### src/verilog/scs_spi_map.svh
// Constants of the clock-stop serial port: prescale, mode codes, bit positions.
// Assumes inclusion by bare name from the design modules.
`ifndef SCS_SPI_MAP_SVH
`define SCS_SPI_MAP_SVH

// CPU clock divided by four: prescaler runs 0..3
`define SCS_PRESCALE_LAST 2'h3
`define SCS_PRESCALE_STEP 2'h1

// Clock-stop mode codes
`define SCS_MODE_STOP_LATE  2'h2
`define SCS_MODE_STOP_EARLY 2'h3
`define SCS_STOP_EN_BIT     1

// Phase length used when the divide value is zero (half a period cannot exist)
`define SCS_ZERO_DIV_PHASE 1

// Reset levels
`define SCS_RST_LEVEL 1'h0

`endif

### src/verilog/scs_pkg.sv
// Types shared by the clock-stop serial port modules.
// Assumes the constant header is on the include path.
package scs_pkg;

	typedef enum logic [3:0] {
		scs_st_idle  = 4'h1,
		scs_st_lead  = 4'h2,
		scs_st_shift = 4'h4,
		scs_st_trail = 4'h8
	} scs_state_t;

endpackage

### src/verilog/scs_rate_if.sv
// Carrier between the port core and its rate generator.
// Assumes both ends sit in the clk_sys domain.
`timescale 1ns/1ps

interface scs_rate_if #(
	parameter int DIV_W = 8
);
	logic [DIV_W-1:0] divide;
	logic             src_sel;
	logic             ext_clk;
	logic             src_tick;
	logic [DIV_W:0]   hi_len;
	logic [DIV_W:0]   lo_len;

	modport gen  (input divide, input src_sel, input ext_clk, output src_tick, output hi_len, output lo_len);
	modport user (output divide, output src_sel, output ext_clk, input src_tick, input hi_len, input lo_len);
endinterface

### src/verilog/scs_spi_port.sv
// Clock-stop (SPI) engine of the buffered serial port, master or slave role.
// Assumes all pins are synchronous to clk_sys; pad logic resolves the enables.
`timescale 1ns/1ps
`include "scs_spi_map.svh"

// Summary of operation
// - Rate source is CPU clock over four when select is 1, else external pin.
// - Bit clock period is source period times one plus divide value, or two periods when divide is zero.
// - High phase: divide/2+1 periods if even, (divide+1)/2 if odd, one period if zero.
// - Low phase: divide/2 periods if even, (divide+1)/2 if odd, one period if zero.
// - Master drives transmit frame sync as slave select, inverted (active low) only when tx_sync_polarity is 1.
// - Slave XORs both frame-sync pins with their polarity bits into active-high selects before use.
// - Master drives bit clock and frame sync; receive clock and sync are inputs.
// - Slave sets all four direction settings to 0; master supplies everything.
// - Select goes active before a clock edge; transfer starts at clock edge.
// - Mode 10b: data changes after lead edge, sampled at following edge.
// - Mode 11b: data changes after trail edge, half a cycle earlier.
// - Master select lead and trail spacing: idle phase and period, swapped in 11b.
// - Slave data output goes high impedance once select is released.
module scs_spi_port #(
	parameter int WORD_BITS = 8,
	parameter int DIV_W     = 8
) (
	// Clock and reset
	input  wire logic                 clk_sys,
	input  wire logic                 nrst,
	// Configuration
	input  wire logic                 role_master,
	input  wire logic [1:0]           clock_stop_mode,
	input  wire logic                 tx_clock_polarity,
	input  wire logic                 tx_sync_polarity,
	input  wire logic                 rx_sync_polarity,
	input  wire logic                 rate_source_select,
	input  wire logic [DIV_W-1:0]     clock_divide_value,
	// Direction status
	output logic                      tx_clock_direction,
	output logic                      rx_clock_direction,
	output logic                      tx_sync_direction,
	output logic                      rx_sync_direction,
	// Rate clock pin
	input  wire logic                 rate_clock_in,
	// Serial pins
	input  wire logic                 tx_bit_clock_in,
	output logic                      tx_bit_clock_out,
	output logic                      tx_bit_clock_oe,
	input  wire logic                 tx_frame_sync_in,
	output logic                      tx_frame_sync_out,
	output logic                      tx_frame_sync_oe,
	input  wire logic                 rx_frame_sync_in,
	input  wire logic                 serial_data_in,
	output logic                      serial_data_out,
	output logic                      serial_data_oe,
	// User side
	input  wire logic [WORD_BITS-1:0] tx_data,
	input  wire logic                 tx_valid,
	output logic                      tx_ready,
	output logic [WORD_BITS-1:0]      rx_data,
	output logic                      rx_valid,
	output logic                      busy
);

	localparam int CW    = $clog2(WORD_BITS + 1);
	localparam int LEN_W = DIV_W + 1;

	typedef struct packed {
		scs_pkg::scs_state_t  st;
		logic                 master;
		logic                 clk_lvl;
		logic                 clk_prev;
		logic                 sel;
		logic                 fs_pin;
		logic                 dout;
		logic                 doe;
		logic                 away;
		logic [LEN_W-1:0]     cnt;
		logic [CW-1:0]        cap_cnt;
		logic [WORD_BITS-1:0] txsh;
		logic [WORD_BITS-1:0] rxsh;
		logic [WORD_BITS-1:0] rx_word;
		logic                 rx_pulse;
	} scs_port_state_t;

	scs_port_state_t s_r;
	scs_port_state_t s_nxt;

	logic             src_tick;
	logic [LEN_W-1:0] hi_len;
	logic [LEN_W-1:0] lo_len;
	logic [LEN_W-1:0] idle_len;
	logic [LEN_W-1:0] away_len;
	logic [LEN_W-1:0] period_len;
	logic [LEN_W-1:0] lead_len;
	logic [LEN_W-1:0] trail_len;
	logic             stop_en;
	logic             early;
	logic             tx_sel_act;
	logic             rx_sel_act;
	logic             slv_lead;
	logic             slv_trail;
	logic             phase_end;
	logic             last_bit;
	logic             do_launch;
	logic             do_capture;

	////////////////////////////////////////////////////////////////////////
	// Rate generator
	scs_rate_if #(.DIV_W(DIV_W)) rate_bus ();

	assign rate_bus.divide  = clock_divide_value;
	assign rate_bus.src_sel = rate_source_select;
	assign rate_bus.ext_clk = rate_clock_in;
	assign src_tick         = rate_bus.src_tick;
	assign hi_len           = rate_bus.hi_len;
	assign lo_len           = rate_bus.lo_len;

	scs_rate_gen u_rate (
		.clk_sys (clk_sys),
		.nrst    (nrst),
		.rate    (rate_bus.gen)
	);

	////////////////////////////////////////////////////////////////////////
	// Derived settings
	assign stop_en    = clock_stop_mode[`SCS_STOP_EN_BIT];
	assign early      = (clock_stop_mode == `SCS_MODE_STOP_EARLY);
	assign period_len = hi_len + lo_len;
	// Idle-level phase: high phase when clock idles high
	assign idle_len   = tx_clock_polarity ? hi_len : lo_len;
	assign away_len   = tx_clock_polarity ? lo_len : hi_len;
	assign lead_len   = early ? period_len : idle_len;
	assign trail_len  = early ? idle_len : period_len;

	// Select pins XORed with their polarity bits into internal active-high enables
	assign tx_sel_act = tx_frame_sync_in ^ tx_sync_polarity;
	assign rx_sel_act = rx_frame_sync_in ^ rx_sync_polarity;

	// Slave clock edges relative to the idle level
	assign slv_lead  = (s_r.clk_prev == tx_clock_polarity) && (tx_bit_clock_in != tx_clock_polarity);
	assign slv_trail = (s_r.clk_prev != tx_clock_polarity) && (tx_bit_clock_in == tx_clock_polarity);

	assign phase_end = src_tick && (s_r.cnt == LEN_W'(1));
	// Last capture happens on the trail edge in 10b, on the lead edge in 11b
	assign last_bit  = early ? (s_r.cap_cnt == CW'(WORD_BITS)) : (s_r.cap_cnt == CW'(WORD_BITS - 1));

	////////////////////////////////////////////////////////////////////////
	// Next state
	always_comb begin
		s_nxt          = s_r;
		do_launch      = 1'b0;
		do_capture     = 1'b0;
		s_nxt.rx_pulse = 1'b0;
		s_nxt.master   = role_master;
		s_nxt.clk_prev = tx_bit_clock_in;

		unique case (s_r.st)
			scs_pkg::scs_st_idle: begin
				s_nxt.clk_lvl = tx_clock_polarity;
				s_nxt.sel     = 1'b0;
				s_nxt.doe     = 1'b0;
				s_nxt.away    = 1'b0;
				s_nxt.cap_cnt = '0;
				if (stop_en && role_master && tx_valid) begin
					s_nxt.txsh = tx_data;
					s_nxt.sel  = 1'b1;
					s_nxt.doe  = 1'b1;
					s_nxt.cnt  = lead_len;
					s_nxt.st   = scs_pkg::scs_st_lead;
					if (early) begin
						do_launch = 1'b1;
					end else begin
						s_nxt.dout = tx_data[WORD_BITS-1];
					end
				end else if (stop_en && !role_master && tx_sel_act) begin
					// Slave takes whatever word waits; zeros when none
					s_nxt.txsh = tx_valid ? tx_data : '0;
					s_nxt.doe  = 1'b1;
					s_nxt.st   = scs_pkg::scs_st_shift;
					if (early) begin
						do_launch = 1'b1;
					end else begin
						s_nxt.dout = s_nxt.txsh[WORD_BITS-1];
					end
				end
			end
			scs_pkg::scs_st_lead: begin
				if (phase_end) begin
					// First edge leaves the idle level
					s_nxt.clk_lvl = ~tx_clock_polarity;
					s_nxt.away    = 1'b1;
					s_nxt.cnt     = away_len;
					s_nxt.st      = scs_pkg::scs_st_shift;
					if (early) begin
						do_capture = 1'b1;
					end else begin
						do_launch  = 1'b1;
					end
				end else if (src_tick) begin
					s_nxt.cnt = s_r.cnt - 1'b1;
				end
			end
			scs_pkg::scs_st_shift: begin
				if (!s_r.master) begin
					if (!tx_sel_act) begin
						s_nxt.doe = 1'b0;
						s_nxt.st  = scs_pkg::scs_st_idle;
						if (s_r.cap_cnt == CW'(WORD_BITS)) begin
							s_nxt.rx_pulse = 1'b1;
							s_nxt.rx_word  = s_r.rxsh;
						end
					end else begin
						// Captures beyond one word are dropped
						if (slv_lead) begin
							if (early) begin
								do_capture = rx_sel_act && (s_r.cap_cnt < CW'(WORD_BITS));
							end else begin
								do_launch  = 1'b1;
							end
						end
						if (slv_trail) begin
							if (early) begin
								do_launch  = 1'b1;
							end else begin
								do_capture = rx_sel_act && (s_r.cap_cnt < CW'(WORD_BITS));
							end
						end
					end
				end else if (phase_end) begin
					if (s_r.away) begin
						s_nxt.clk_lvl = tx_clock_polarity;
						s_nxt.away    = 1'b0;
						if (!early) begin
							do_capture = 1'b1;
						end else if (!last_bit) begin
							do_launch  = 1'b1;
						end
						if (last_bit) begin
							s_nxt.cnt = trail_len;
							s_nxt.st  = scs_pkg::scs_st_trail;
						end else begin
							s_nxt.cnt = idle_len;
						end
					end else begin
						s_nxt.clk_lvl = ~tx_clock_polarity;
						s_nxt.away    = 1'b1;
						s_nxt.cnt     = away_len;
						if (early) begin
							do_capture = 1'b1;
						end else begin
							do_launch  = 1'b1;
						end
					end
				end else if (src_tick) begin
					s_nxt.cnt = s_r.cnt - 1'b1;
				end
			end
			scs_pkg::scs_st_trail: begin
				if (phase_end) begin
					s_nxt.sel      = 1'b0;
					s_nxt.doe      = 1'b0;
					s_nxt.rx_pulse = 1'b1;
					s_nxt.rx_word  = s_r.rxsh;
					s_nxt.st       = scs_pkg::scs_st_idle;
				end else if (src_tick) begin
					s_nxt.cnt = s_r.cnt - 1'b1;
				end
			end
		endcase

		// Shift out MSB first; shift in at the LSB
		if (do_launch) begin
			s_nxt.dout = s_nxt.txsh[WORD_BITS-1];
			s_nxt.txsh = {s_nxt.txsh[WORD_BITS-2:0], 1'b0};
		end
		if (do_capture) begin
			s_nxt.rxsh    = {s_r.rxsh[WORD_BITS-2:0], serial_data_in};
			s_nxt.cap_cnt = s_r.cap_cnt + 1'b1;
		end

		// Internal select is active high; the pin follows the polarity setting
		s_nxt.fs_pin = s_nxt.sel ^ tx_sync_polarity;
	end

	always_ff @(posedge clk_sys) begin
		if (!nrst) begin
			s_r          <= '0;
			s_r.st       <= scs_pkg::scs_st_idle;
			s_r.fs_pin   <= `SCS_RST_LEVEL;
			s_r.clk_lvl  <= `SCS_RST_LEVEL;
		end else begin
			s_r <= s_nxt;
		end
	end

	////////////////////////////////////////////////////////////////////////
	// Pins and user side
	assign tx_clock_direction = s_r.master;
	assign tx_sync_direction  = s_r.master;
	assign rx_clock_direction = 1'b0;
	assign rx_sync_direction  = 1'b0;

	assign tx_bit_clock_out  = s_r.clk_lvl;
	assign tx_bit_clock_oe   = s_r.master;
	assign tx_frame_sync_out = s_r.fs_pin;
	assign tx_frame_sync_oe  = s_r.master;

	assign serial_data_out = s_r.dout;
	assign serial_data_oe  = s_r.doe;

	assign tx_ready = (s_r.st == scs_pkg::scs_st_idle) && stop_en;
	assign rx_data  = s_r.rx_word;
	assign rx_valid = s_r.rx_pulse;
	assign busy     = (s_r.st != scs_pkg::scs_st_idle);

endmodule

### src/verilog/scs_rate_gen.sv
// Rate generator: source tick and bit clock phase lengths in source periods.
// Assumes the external rate clock is synchronous to clk_sys and slower than clk_sys/2.
`timescale 1ns/1ps
`include "scs_spi_map.svh"

module scs_rate_gen (
	// Clock and reset
	input wire logic clk_sys,
	input wire logic nrst,
	// Rate settings and results
	scs_rate_if.gen  rate
);

	typedef struct packed {
		logic [1:0] pre;
		logic       ext_prev;
	} scs_rg_state_t;

	scs_rg_state_t s_r;
	scs_rg_state_t s_nxt;
	localparam int DIV_W = $bits(rate.divide);
	logic [DIV_W:0] div_ext;

	////////////////////////////////////////////////////////////////////////
	always_comb begin
		s_nxt          = s_r;
		s_nxt.pre      = s_r.pre + `SCS_PRESCALE_STEP;
		s_nxt.ext_prev = rate.ext_clk;
	end

	always_ff @(posedge clk_sys) begin
		if (!nrst) begin
			s_r <= '0;
		end else begin
			s_r <= s_nxt;
		end
	end

	// Source is CPU/4 or rising edges of the external rate clock
	assign rate.src_tick = rate.src_sel ? (s_r.pre == `SCS_PRESCALE_LAST)
	                                    : (rate.ext_clk & ~s_r.ext_prev);

	////////////////////////////////////////////////////////////////////////
	// Phases sum to divide+1 source periods; zero divide cannot split a period
	assign div_ext = {1'b0, rate.divide};

	always_comb begin
		if (rate.divide == '0) begin
			rate.hi_len = (DIV_W+1)'(`SCS_ZERO_DIV_PHASE);
			rate.lo_len = (DIV_W+1)'(`SCS_ZERO_DIV_PHASE);
		end else if (rate.divide[0]) begin
			rate.hi_len = (div_ext + 1'b1) >> 1;
			rate.lo_len = (div_ext + 1'b1) >> 1;
		end else begin
			rate.hi_len = (div_ext >> 1) + 1'b1;
			rate.lo_len = div_ext >> 1;
		end
	end

endmodule

### config.mk
export PLATFORM = sky130hd
export DESIGN_NAME = scs_spi_port
export DESIGN_NICKNAME = d
export VERILOG_FILES = /design/src/verilog/scs_pkg.sv /design/src/verilog/scs_rate_if.sv /design/src/verilog/scs_spi_port.sv /design/src/verilog/scs_rate_gen.sv
export VERILOG_INCLUDE_DIRS = /design/src /design/src/verilog
export SDC_FILE = /design/constraint.sdc
export NUM_CORES = 1
export LEC_CHECK = 0
export BUFFER_PORTS_ARGS = -buffer_cell sky130_fd_sc_hd__buf_2
export CORE_MARGIN = 5
export CORE_UTILIZATION = 31
export DETAILED_ROUTE_END_ITERATION = 6
export GPL_ROUTABILITY_DRIVEN = 0
export HOLD_SLACK_MARGIN = 0.08
export PLACE_DENSITY = 0.58
export RECOVER_POWER = 50
export SETUP_SLACK_MARGIN = 0.15
export SYNTH_ARGS = -nofsm -noshare
export SYNTH_HDL_FRONTEND = slang
export SYNTH_SLANG_ARGS = --single-unit
export TNS_END_PERCENT = 50
### constraint.sdc
create_clock -name clk_sys -period 9.5 [get_ports clk_sys]
set_input_delay 1.425 -clock clk_sys [delete_from_list [all_inputs] [get_ports clk_sys]]
set_output_delay 1.425 -clock clk_sys [all_outputs]
set_load 0.02 [all_outputs]
==> impl_metrics.prom, run 1 <==
# TYPE chip_impl_metric gauge
chip_impl_info{name="status",value="finished with violations"} 1
chip_impl_info{name="violations",value="capacitance limit, slew limit"} 1
chip_impl_metric{name="post_cts_repair_timing_setup_buffer_count",unit=""} 0
chip_impl_metric{name="relSlewSlack",unit="%"} -16.5
chip_impl_metric{name="layout-drive-gt1-share",unit="%"} 11.4
chip_impl_metric{name="synth_area",unit="mm²"} 0.00435
chip_impl_metric{name="post-dp-hpwl",unit="mm"} 9.31
chip_impl_metric{name="critical_path.max_stage_delay",unit="ns"} 0.47
chip_impl_metric{name="max-cap-violations",unit=""} 1
chip_impl_metric{name="insertedDiodeCount",unit=""} 0
chip_impl_metric{name="number_of_drc_violations_after_detailed_routing",unit=""} 0
chip_impl_metric{name="detail_route.first_pass.iterations",unit=""} 6
chip_impl_info{name="regToRegStartpoint",value="s_r[46]$_SDFFE_PN1P_"} 1
chip_impl_metric{name="synth_edf_count",unit=""} 0
chip_impl_info{name="hp-start",value="u_rate.s_r[1]$_SDFF_PN0_"} 1
chip_impl_metric{name="fmaxAchievable",unit="GHz"} 0.251
chip_impl_info{name="worstHoldEndpoint",value="u_rate.s_r[1]$_SDFF_PN0_"} 1
chip_impl_metric{name="row_count",unit=""} 43
chip_impl_info{name="layout_common_cells",value="60 x nor2_1, 53 x dfxtp_1, 40 x nand2_1"} 1
chip_impl_metric{name="first_iter_violations",unit=""} 313
chip_impl_metric{name="avgViaCountPerCell",unit=""} 5.57
chip_impl_metric{name="worst-r2r-setup-slack",unit="ns"} 6.48
chip_impl_metric{name="final_max_slew_viol_count",unit=""} 39
chip_impl_metric{name="crit_buf_inv",unit=""} 2
chip_impl_metric{name="critPathRequiredTime",unit="ns"} 9.68
chip_impl_metric{name="initial_core_util",unit="%"} 31.4
chip_impl_info{name="rsz0062_at_grt",value="false"} 1
chip_impl_metric{name="clock-skew-final",unit="ns"} 0.00479
chip_impl_metric{name="postCtsResizedCells",unit=""} 0
chip_impl_metric{name="ctsHtreeMaxLevel",unit=""} 2
chip_impl_metric{name="die_height",unit="µm"} 128
chip_impl_metric{name="cts_buf_count",unit=""} 5
chip_impl_metric{name="initial_antenna_violation_count",unit=""} 0
chip_impl_info{name="crit_top_cell",value="nand3_1"} 1
chip_impl_info{name="yosys_most_used_dff",value="dfxtp_1"} 1
chip_impl_metric{name="total_of_warnings_raised_by_yosys",unit=""} 0
chip_impl_metric{name="period_minus_slack",unit="ns"} 3.99
chip_impl_metric{name="insertion_delay",unit="ns"} 0.29
chip_impl_info{name="timing_worst_setup_path_type",value="primary input to flop"} 1
chip_impl_metric{name="grt_pass1_vias",unit=""} 4058
chip_impl_metric{name="number_of_routed_nets_with_antenna_violations",unit=""} 0
chip_impl_metric{name="critPathMaxFanout",unit=""} 15
chip_impl_metric{name="setup_viol_count_final",unit=""} 0
chip_impl_metric{name="cp_data_arrival_time",unit="ns"} 4.17
chip_impl_metric{name="peakVddDrop",unit="mV"} 0.0941
chip_impl_metric{name="dpl_cell_area",unit="mm²"} 0.00462
chip_impl_metric{name="core_area",unit="mm²"} 0.0138
chip_impl_metric{name="clk_pin_slew",unit="ns"} 0.07
chip_impl_info{name="synthTopCellsByArea",value="dfxtp_1 24%, nor2_1 5.2%, ha_1 4.9%, mux2i_1 4.6%, o21ai_0 4.3%"} 1
chip_impl_metric{name="postSynthAreaPerCell",unit="µm²"} 7.79
chip_impl_info{name="mostFrequentLayoutCell",value="nor2_1"} 1
chip_impl_metric{name="worst_r2r_path_depth",unit=""} 6
chip_impl_metric{name="synth.ff_latch_count",unit=""} 53
chip_impl_metric{name="layoutNonFillerInstCount",unit=""} 757
chip_impl_info{name="clock_tree.root_cell",value="clkbuf_16"} 1
chip_impl_info{name="hold_path.class",value="flop to flop"} 1
chip_impl_metric{name="post-route-cell-area",unit="mm²"} 0.00477
chip_impl_metric{name="num_io_pins",unit=""} 52
chip_impl_metric{name="synth_cell_types",unit=""} 74
chip_impl_metric{name="totalNegativeSetupSlack",unit="ns"} 0
chip_impl_info{name="worst_path_dominant_cell_family",value="simple AND/OR/NAND/NOR gates"} 1
chip_impl_info{name="crit_path_cell_trace",value="buf_2, nor4_1, nand3_1, nand2b_1, ha_1, inv_1, fa_1, nor2b_1, o2111ai_1, a31o_2, nand3_1, a21oi_1, o31a_1"} 1
chip_impl_metric{name="layout.nets",unit=""} 625
chip_impl_info{name="regMostFlops",value="s_r"} 1
chip_impl_metric{name="grt_remaining_overflow",unit=""} 0
chip_impl_metric{name="finalWirelength",unit="mm"} 12.2
chip_impl_metric{name="flip_flop_count_of_the_largest_register_all_copies_and_words_added",unit=""} 36
chip_impl_metric{name="p_leak",unit="µW"} 0.00190
chip_impl_metric{name="gr_util_all_layers",unit="%"} 14.6
chip_impl_metric{name="syn_to_final_growth",unit="%"} 9.61
chip_impl_metric{name="fin_crit_sh",unit="%"} 42.0
chip_impl_metric{name="timing_worst_slew_pin_value",unit="ns"} 1.75
chip_impl_metric{name="drt-wirelength-per-cell",unit="µm"} 16.1
chip_impl_metric{name="grt_max_degree",unit=""} 39
chip_impl_metric{name="ctsLongestPathBuffers",unit=""} 2
chip_impl_metric{name="cell_pwr_density",unit="mW/mm²"} 188
chip_impl_metric{name="buffer_ports.inserted",unit=""} 49
chip_impl_metric{name="dr_total_vias",unit=""} 4217
chip_impl_metric{name="synthCells",unit=""} 558
chip_impl_info{name="worstSetupEndpointType",value="flop"} 1
chip_impl_info{name="synthDominantAreaCellType",value="dfxtp_1"} 1
chip_impl_info{name="setup.worst_path.start_class",value="primary input"} 1
chip_impl_metric{name="yosys_top_cell_area_share",unit="%"} 24.4
chip_impl_metric{name="hold_violations",unit=""} 0
chip_impl_metric{name="synth_async_sr_flop_share",unit="%"} 0
chip_impl_metric{name="floorplan.die.width",unit="µm"} 128
chip_impl_metric{name="holdBufCountCts",unit=""} 0
chip_impl_metric{name="hold_depth",unit=""} 1
chip_impl_info{name="rr_endpoint",value="s_r[22]$_SDFF_PN0_"} 1
chip_impl_metric{name="synth.yosys.seq_area_share",unit="%"} 24.4
chip_impl_metric{name="die_area",unit="mm²"} 0.0165
chip_impl_metric{name="clkSinkCount",unit=""} 53
chip_impl_metric{name="post-place-cells",unit=""} 749
chip_impl_info{name="cts_tree",value="built"} 1
chip_impl_metric{name="fill_cells",unit=""} 1454
chip_impl_info{name="crit_path_top_delay_cell",value="nor4_1"} 1
chip_impl_metric{name="grt_pass1_wl",unit="mm"} 20.0
## metrics by stage
step / util (%) / worst slack, ns / hold slack [ns] / power [µW]
floorplan: - / 5.51 / 0.399 / 590
global placement: 33.4 / 5.30 / 0.408 / 684
detailed placement: 33.4 / 5.28 / 0.417 / 688
CTS: 34.7 / 5.58 / 0.427 / 900
global route: 34.5 / 5.31 / 0.447 / 962
finish: 34.5 / 5.51 / 0.424 / 895
## power by group
group / switching (µW) / total, µW / internal, µW
registers: 48.8 / 302 / 253
logic: 234 / 386 / 152
clock network: 81.8 / 207 / 125
## routing by layer
metal  global-route usage (%)  share of wire (%)  vias to the layer above
met1                     19.3                 45                     1995
met3                     2.16                4.7                       34
met2                     23.7                 47                      125
met5                        0                  0                        -
met4                     6.05                3.2                        0
li1                         -                  -                     2063
## synth_stat cells (5+ instances only)
cell       n
nand2_1   40
xnor2_1   19
mux2_2     6
mux2i_1   20
nand4_1    8
buf_2     11
a31oi_1   10
dfxtp_1   53
and2_1     8
and3_1     5
a22oi_1   10
xor2_1    12
ha_1      17
a21o_1     7
buf_4     13
o21ai_0   37
clkbuf_1  16
o31ai_1   10
o211ai_1   8
nand2b_1   9
nor3_1    13
nor2_1    60
inv_1     20
nand3b_1   6
nand3_1   16
a21boi_0   5
a21oi_1   36
## worst max-delay path by stage
| stage | start | endpoint | slack [ns] | depth (start not counted) |
|---|---|---|---|---|
| 2_1_floorplan | clock_divide_value[0] | s_r[35]$_SDFFE_PN0P_ | 5.51 | 14 |
| 3_3_place_gp | clock_divide_value[4] | s_r[35]$_SDFFE_PN0P_ | 5.30 | 13 |
| 3_5_place_dp | clock_divide_value[4] | s_r[35]$_SDFFE_PN0P_ | 5.28 | 13 |
| 4_1_cts | clock_divide_value[4] | s_r[35]$_SDFFE_PN0P_ | 5.58 | 13 |
| 5_1_grt | clock_divide_value[4] | s_r[35]$_SDFFE_PN0P_ | 5.31 | 13 |
| 6_report | clock_divide_value[4] | s_r[35]$_SDFFE_PN0P_ | 5.51 | 13 |
## final cells by class
| type | instances | area (µm²) | area share [%] |
|---|---|---|---|
| Clock buffer | 6 | 129 | 2.70 |
| Clock inverter | 2 | 38.8 | 0.814 |
| Inverter | 20 | 75.1 | 1.58 |
| Multi-Input combinational cell | 442 | 2980 | 62.5 |
| Sequential cell | 53 | 1060 | 22.3 |
| Tap cell | 180 | 225 | 4.73 |
| Timing Repair Buffer | 54 | 256 | 5.38 |
## worst reg2reg max path: stages, from the launching register on
cell,delay [ns]
dfxtp_1,0.54
nor4b_2,0.61
o2111ai_1,0.66
o21ai_0,0.25
a311oi_1,0.11
a21oi_4,0.37
mux2_2,0.38
## cells by family after synthesis
family | after synthesis | synth area share (%)
AND/OR/NAND/NOR | 198 | 25.0
AO/OA/AOI/OAI | 167 | 25.7
buffers and inverters | 64 | 7.14
flip-flops | 53 | 24.4
XOR/XNOR | 31 | 6.24
multiplexers | 26 | 6.16
adder cells (fa/ha/maj) | 18 | 5.35
other | 1 | 0.0862
Power figures use the tool's default switching activity.
==> run 2: changes to the inputs <==
==> constraint.sdc (replaced) <==
create_clock -name clk_sys -period 3.87 [get_ports clk_sys]
set_input_delay 0.5805 -clock clk_sys [delete_from_list [all_inputs] [get_ports clk_sys]]
set_output_delay 0.5805 -clock clk_sys [all_outputs]
set_load 0.02 [all_outputs]
==> run 2 against run 1 <==
The flow now finishes without violations; first-iteration DRC count is 4.2% higher; via count is 1.5% higher; non-clock buffer count is 2 higher; die area stayed put; combinational power is 140% higher; clock-buffer cell count stayed put; clock power is 120% higher; flip-flop and latch count stayed put; final area is 0.71% lower; clock skew is 0.0030 ns higher; largest cell class unchanged.
==> impl_metrics.prom, run 2 (synthesized netlist as in run 1, its figures left out) <==
# TYPE chip_impl_metric gauge
chip_impl_metric{name="floorplan.die.width",unit="µm"} 128
chip_impl_metric{name="postCtsResizedCells",unit=""} 0
chip_impl_metric{name="core_area",unit="mm²"} 0.0138
chip_impl_metric{name="holdBufCountCts",unit=""} 0
chip_impl_metric{name="number_of_routed_nets_with_antenna_violations",unit=""} 0
chip_impl_info{name="setup.worst_path.start_class",value="flop"} 1
chip_impl_metric{name="detail_route.first_pass.iterations",unit=""} 6
chip_impl_metric{name="gr_util_all_layers",unit="%"} 14.6
chip_impl_metric{name="insertion_delay",unit="ns"} 0.29
chip_impl_metric{name="timing_worst_slew_pin_value",unit="ns"} 1.47
chip_impl_metric{name="period_minus_slack",unit="ns"} 3.34
chip_impl_info{name="worstSetupEndpointType",value="flop"} 1
chip_impl_metric{name="syn_to_final_growth",unit="%"} 8.83
chip_impl_metric{name="p_leak",unit="µW"} 0.00188
chip_impl_metric{name="post-place-cells",unit=""} 751
chip_impl_metric{name="critPathRequiredTime",unit="ns"} 3.99
chip_impl_metric{name="grt_pass1_vias",unit=""} 4100
chip_impl_metric{name="first_iter_violations",unit=""} 326
chip_impl_metric{name="avgViaCountPerCell",unit=""} 5.64
chip_impl_info{name="mostFrequentLayoutCell",value="nor2_1"} 1
chip_impl_metric{name="fill_cells",unit=""} 1459
chip_impl_metric{name="buffer_ports.inserted",unit=""} 49
chip_impl_metric{name="cell_pwr_density",unit="mW/mm²"} 449
chip_impl_metric{name="clkSinkCount",unit=""} 53
chip_impl_metric{name="dr_total_vias",unit=""} 4282
chip_impl_metric{name="grt_pass1_wl",unit="mm"} 20.1
chip_impl_metric{name="clk_pin_slew",unit="ns"} 0.07
chip_impl_metric{name="setup_viol_count_final",unit=""} 0
chip_impl_info{name="clock_tree.root_cell",value="clkbuf_16"} 1
chip_impl_metric{name="multi_input_comb_area",unit="mm²"} 0.00297
chip_impl_metric{name="crit_buf_inv",unit=""} 1
chip_impl_metric{name="hold_violations",unit=""} 0
chip_impl_metric{name="peakVddDrop",unit="mV"} 0.197
chip_impl_info{name="crit_path_cell_trace",value="ha_1, and3b_1, o2111ai_1, nor2_1, o21ai_0, clkbuf_1, mux2i_1, nor2_1"} 1
chip_impl_info{name="cts_tree",value="built"} 1
chip_impl_metric{name="fmaxAchievable",unit="GHz"} 0.299
chip_impl_metric{name="grt_max_degree",unit=""} 33
chip_impl_metric{name="number_of_drc_violations_after_detailed_routing",unit=""} 0
chip_impl_metric{name="grt_remaining_overflow",unit=""} 0
chip_impl_metric{name="cp_data_arrival_time",unit="ns"} 3.46
chip_impl_metric{name="layout-drive-gt1-share",unit="%"} 10.7
chip_impl_metric{name="initial_antenna_violation_count",unit=""} 0
chip_impl_info{name="rsz0062_at_grt",value="false"} 1
chip_impl_metric{name="layout.nets",unit=""} 627
chip_impl_metric{name="flip_flop_count_of_the_largest_register_all_copies_and_words_added",unit=""} 36
chip_impl_metric{name="clock-skew-final",unit="ns"} 0.00776
chip_impl_metric{name="die_area",unit="mm²"} 0.0165
chip_impl_metric{name="post-dp-hpwl",unit="mm"} 9.49
chip_impl_metric{name="row_count",unit=""} 43
chip_impl_info{name="crit_path_top_delay_cell",value="o2111ai_1"} 1
chip_impl_info{name="layout_common_cells",value="60 x nor2_1, 53 x dfxtp_1, 40 x nand2_1"} 1
chip_impl_info{name="timing_worst_setup_path_type",value="flop to flop"} 1
chip_impl_metric{name="ctsLongestPathBuffers",unit=""} 2
chip_impl_metric{name="fin_crit_sh",unit="%"} 86.3
chip_impl_metric{name="max-cap-violations",unit=""} 0
chip_impl_metric{name="num_io_pins",unit=""} 52
chip_impl_metric{name="initial_core_util",unit="%"} 31.4
chip_impl_metric{name="critical_path.max_stage_delay",unit="ns"} 1.11
chip_impl_metric{name="finalWirelength",unit="mm"} 12.4
chip_impl_metric{name="cts_buf_count",unit=""} 5
chip_impl_metric{name="ctsHtreeMaxLevel",unit=""} 2
chip_impl_metric{name="relSlewSlack",unit="%"} 2.14
chip_impl_metric{name="final_max_slew_viol_count",unit=""} 0
chip_impl_info{name="crit_top_cell",value="nor2_1"} 1
chip_impl_metric{name="seq_area",unit="mm²"} 0.00106
chip_impl_info{name="status",value="completed"} 1
chip_impl_metric{name="drt-wirelength-per-cell",unit="µm"} 16.3
chip_impl_info{name="worst_path_dominant_cell_family",value="compound AO/OA/AOI/OAI gates"} 1
chip_impl_metric{name="die_height",unit="µm"} 128
chip_impl_info{name="hold_path.class",value="flop to flop"} 1
chip_impl_info{name="regMostFlops",value="s_r"} 1
chip_impl_metric{name="post_cts_repair_timing_setup_buffer_count",unit=""} 0
chip_impl_metric{name="insertedDiodeCount",unit=""} 0
chip_impl_metric{name="critPathMaxFanout",unit=""} 15
chip_impl_metric{name="totalNegativeSetupSlack",unit="ns"} 0
chip_impl_metric{name="layoutNonFillerInstCount",unit=""} 759
==> run 2: final cells by class <==
cell class                 count  area share, %
multi-input combinational    442           62.7
sequential                    53           22.4
timing repair buffer          56           5.47
tap                          180           4.76
clock buffer                   6           2.72
inverter                      20           1.59
clock inverter                 2          0.317
==> run 2: worst paths after layout <==
kind	slack, ns	startpoint	cells after the start	end
hold / removal	0.42	u_rate.s_r[1]$_SDFF_PN0_	1	u_rate.s_r[1]$_SDFF_PN0_
setup / recovery	0.53	u_rate.s_r[1]$_SDFF_PN0_	8	rx_data[2]$_SDFFE_PN0P_
hold reg to reg	0.42	u_rate.s_r[1]$_SDFF_PN0_	1	u_rate.s_r[1]$_SDFF_PN0_
setup reg to reg	0.53	u_rate.s_r[1]$_SDFF_PN0_	8	rx_data[2]$_SDFFE_PN0P_
==> run 2: metal layers <==
layer | up-vias | wire length [µm] | part of all wire, % | global-route usage (%)
met1 | 2042 | 5450 | 44 | 18.9
met5 | - | 0 | 0 | 0
met4 | 0 | 252 | 2.0 | 4.49
met3 | 20 | 672 | 5.4 | 2.16
met2 | 147 | 5990 | 48 | 25.0
li1 | 2073 | - | - | -
==> run 2: where the power goes <==
part	internal [µW]	switching [µW]	total (µW)
clock	241	206	447
combinational	364	573	938
sequential	622	120	742
total	1230	900	2130
==> run 2: through the flow <==
step / hold slack [ns] / util [%] / area [µm²] / setup slack [ns] / power [µW]
after detailed placement: 0.419 / 33.6 / 4640 / 0.491 / 1700
final: 0.423 / 34.2 / 4730 / 0.530 / 2130
after floorplan: 0.399 / - / 4350 / 0.724 / 1450
after global routing: 0.446 / 34.2 / 4730 / 0.299 / 2270
after global placement: 0.409 / 33.6 / 4640 / 0.512 / 1680
after CTS: 0.429 / 34.6 / 4780 / 0.793 / 2150
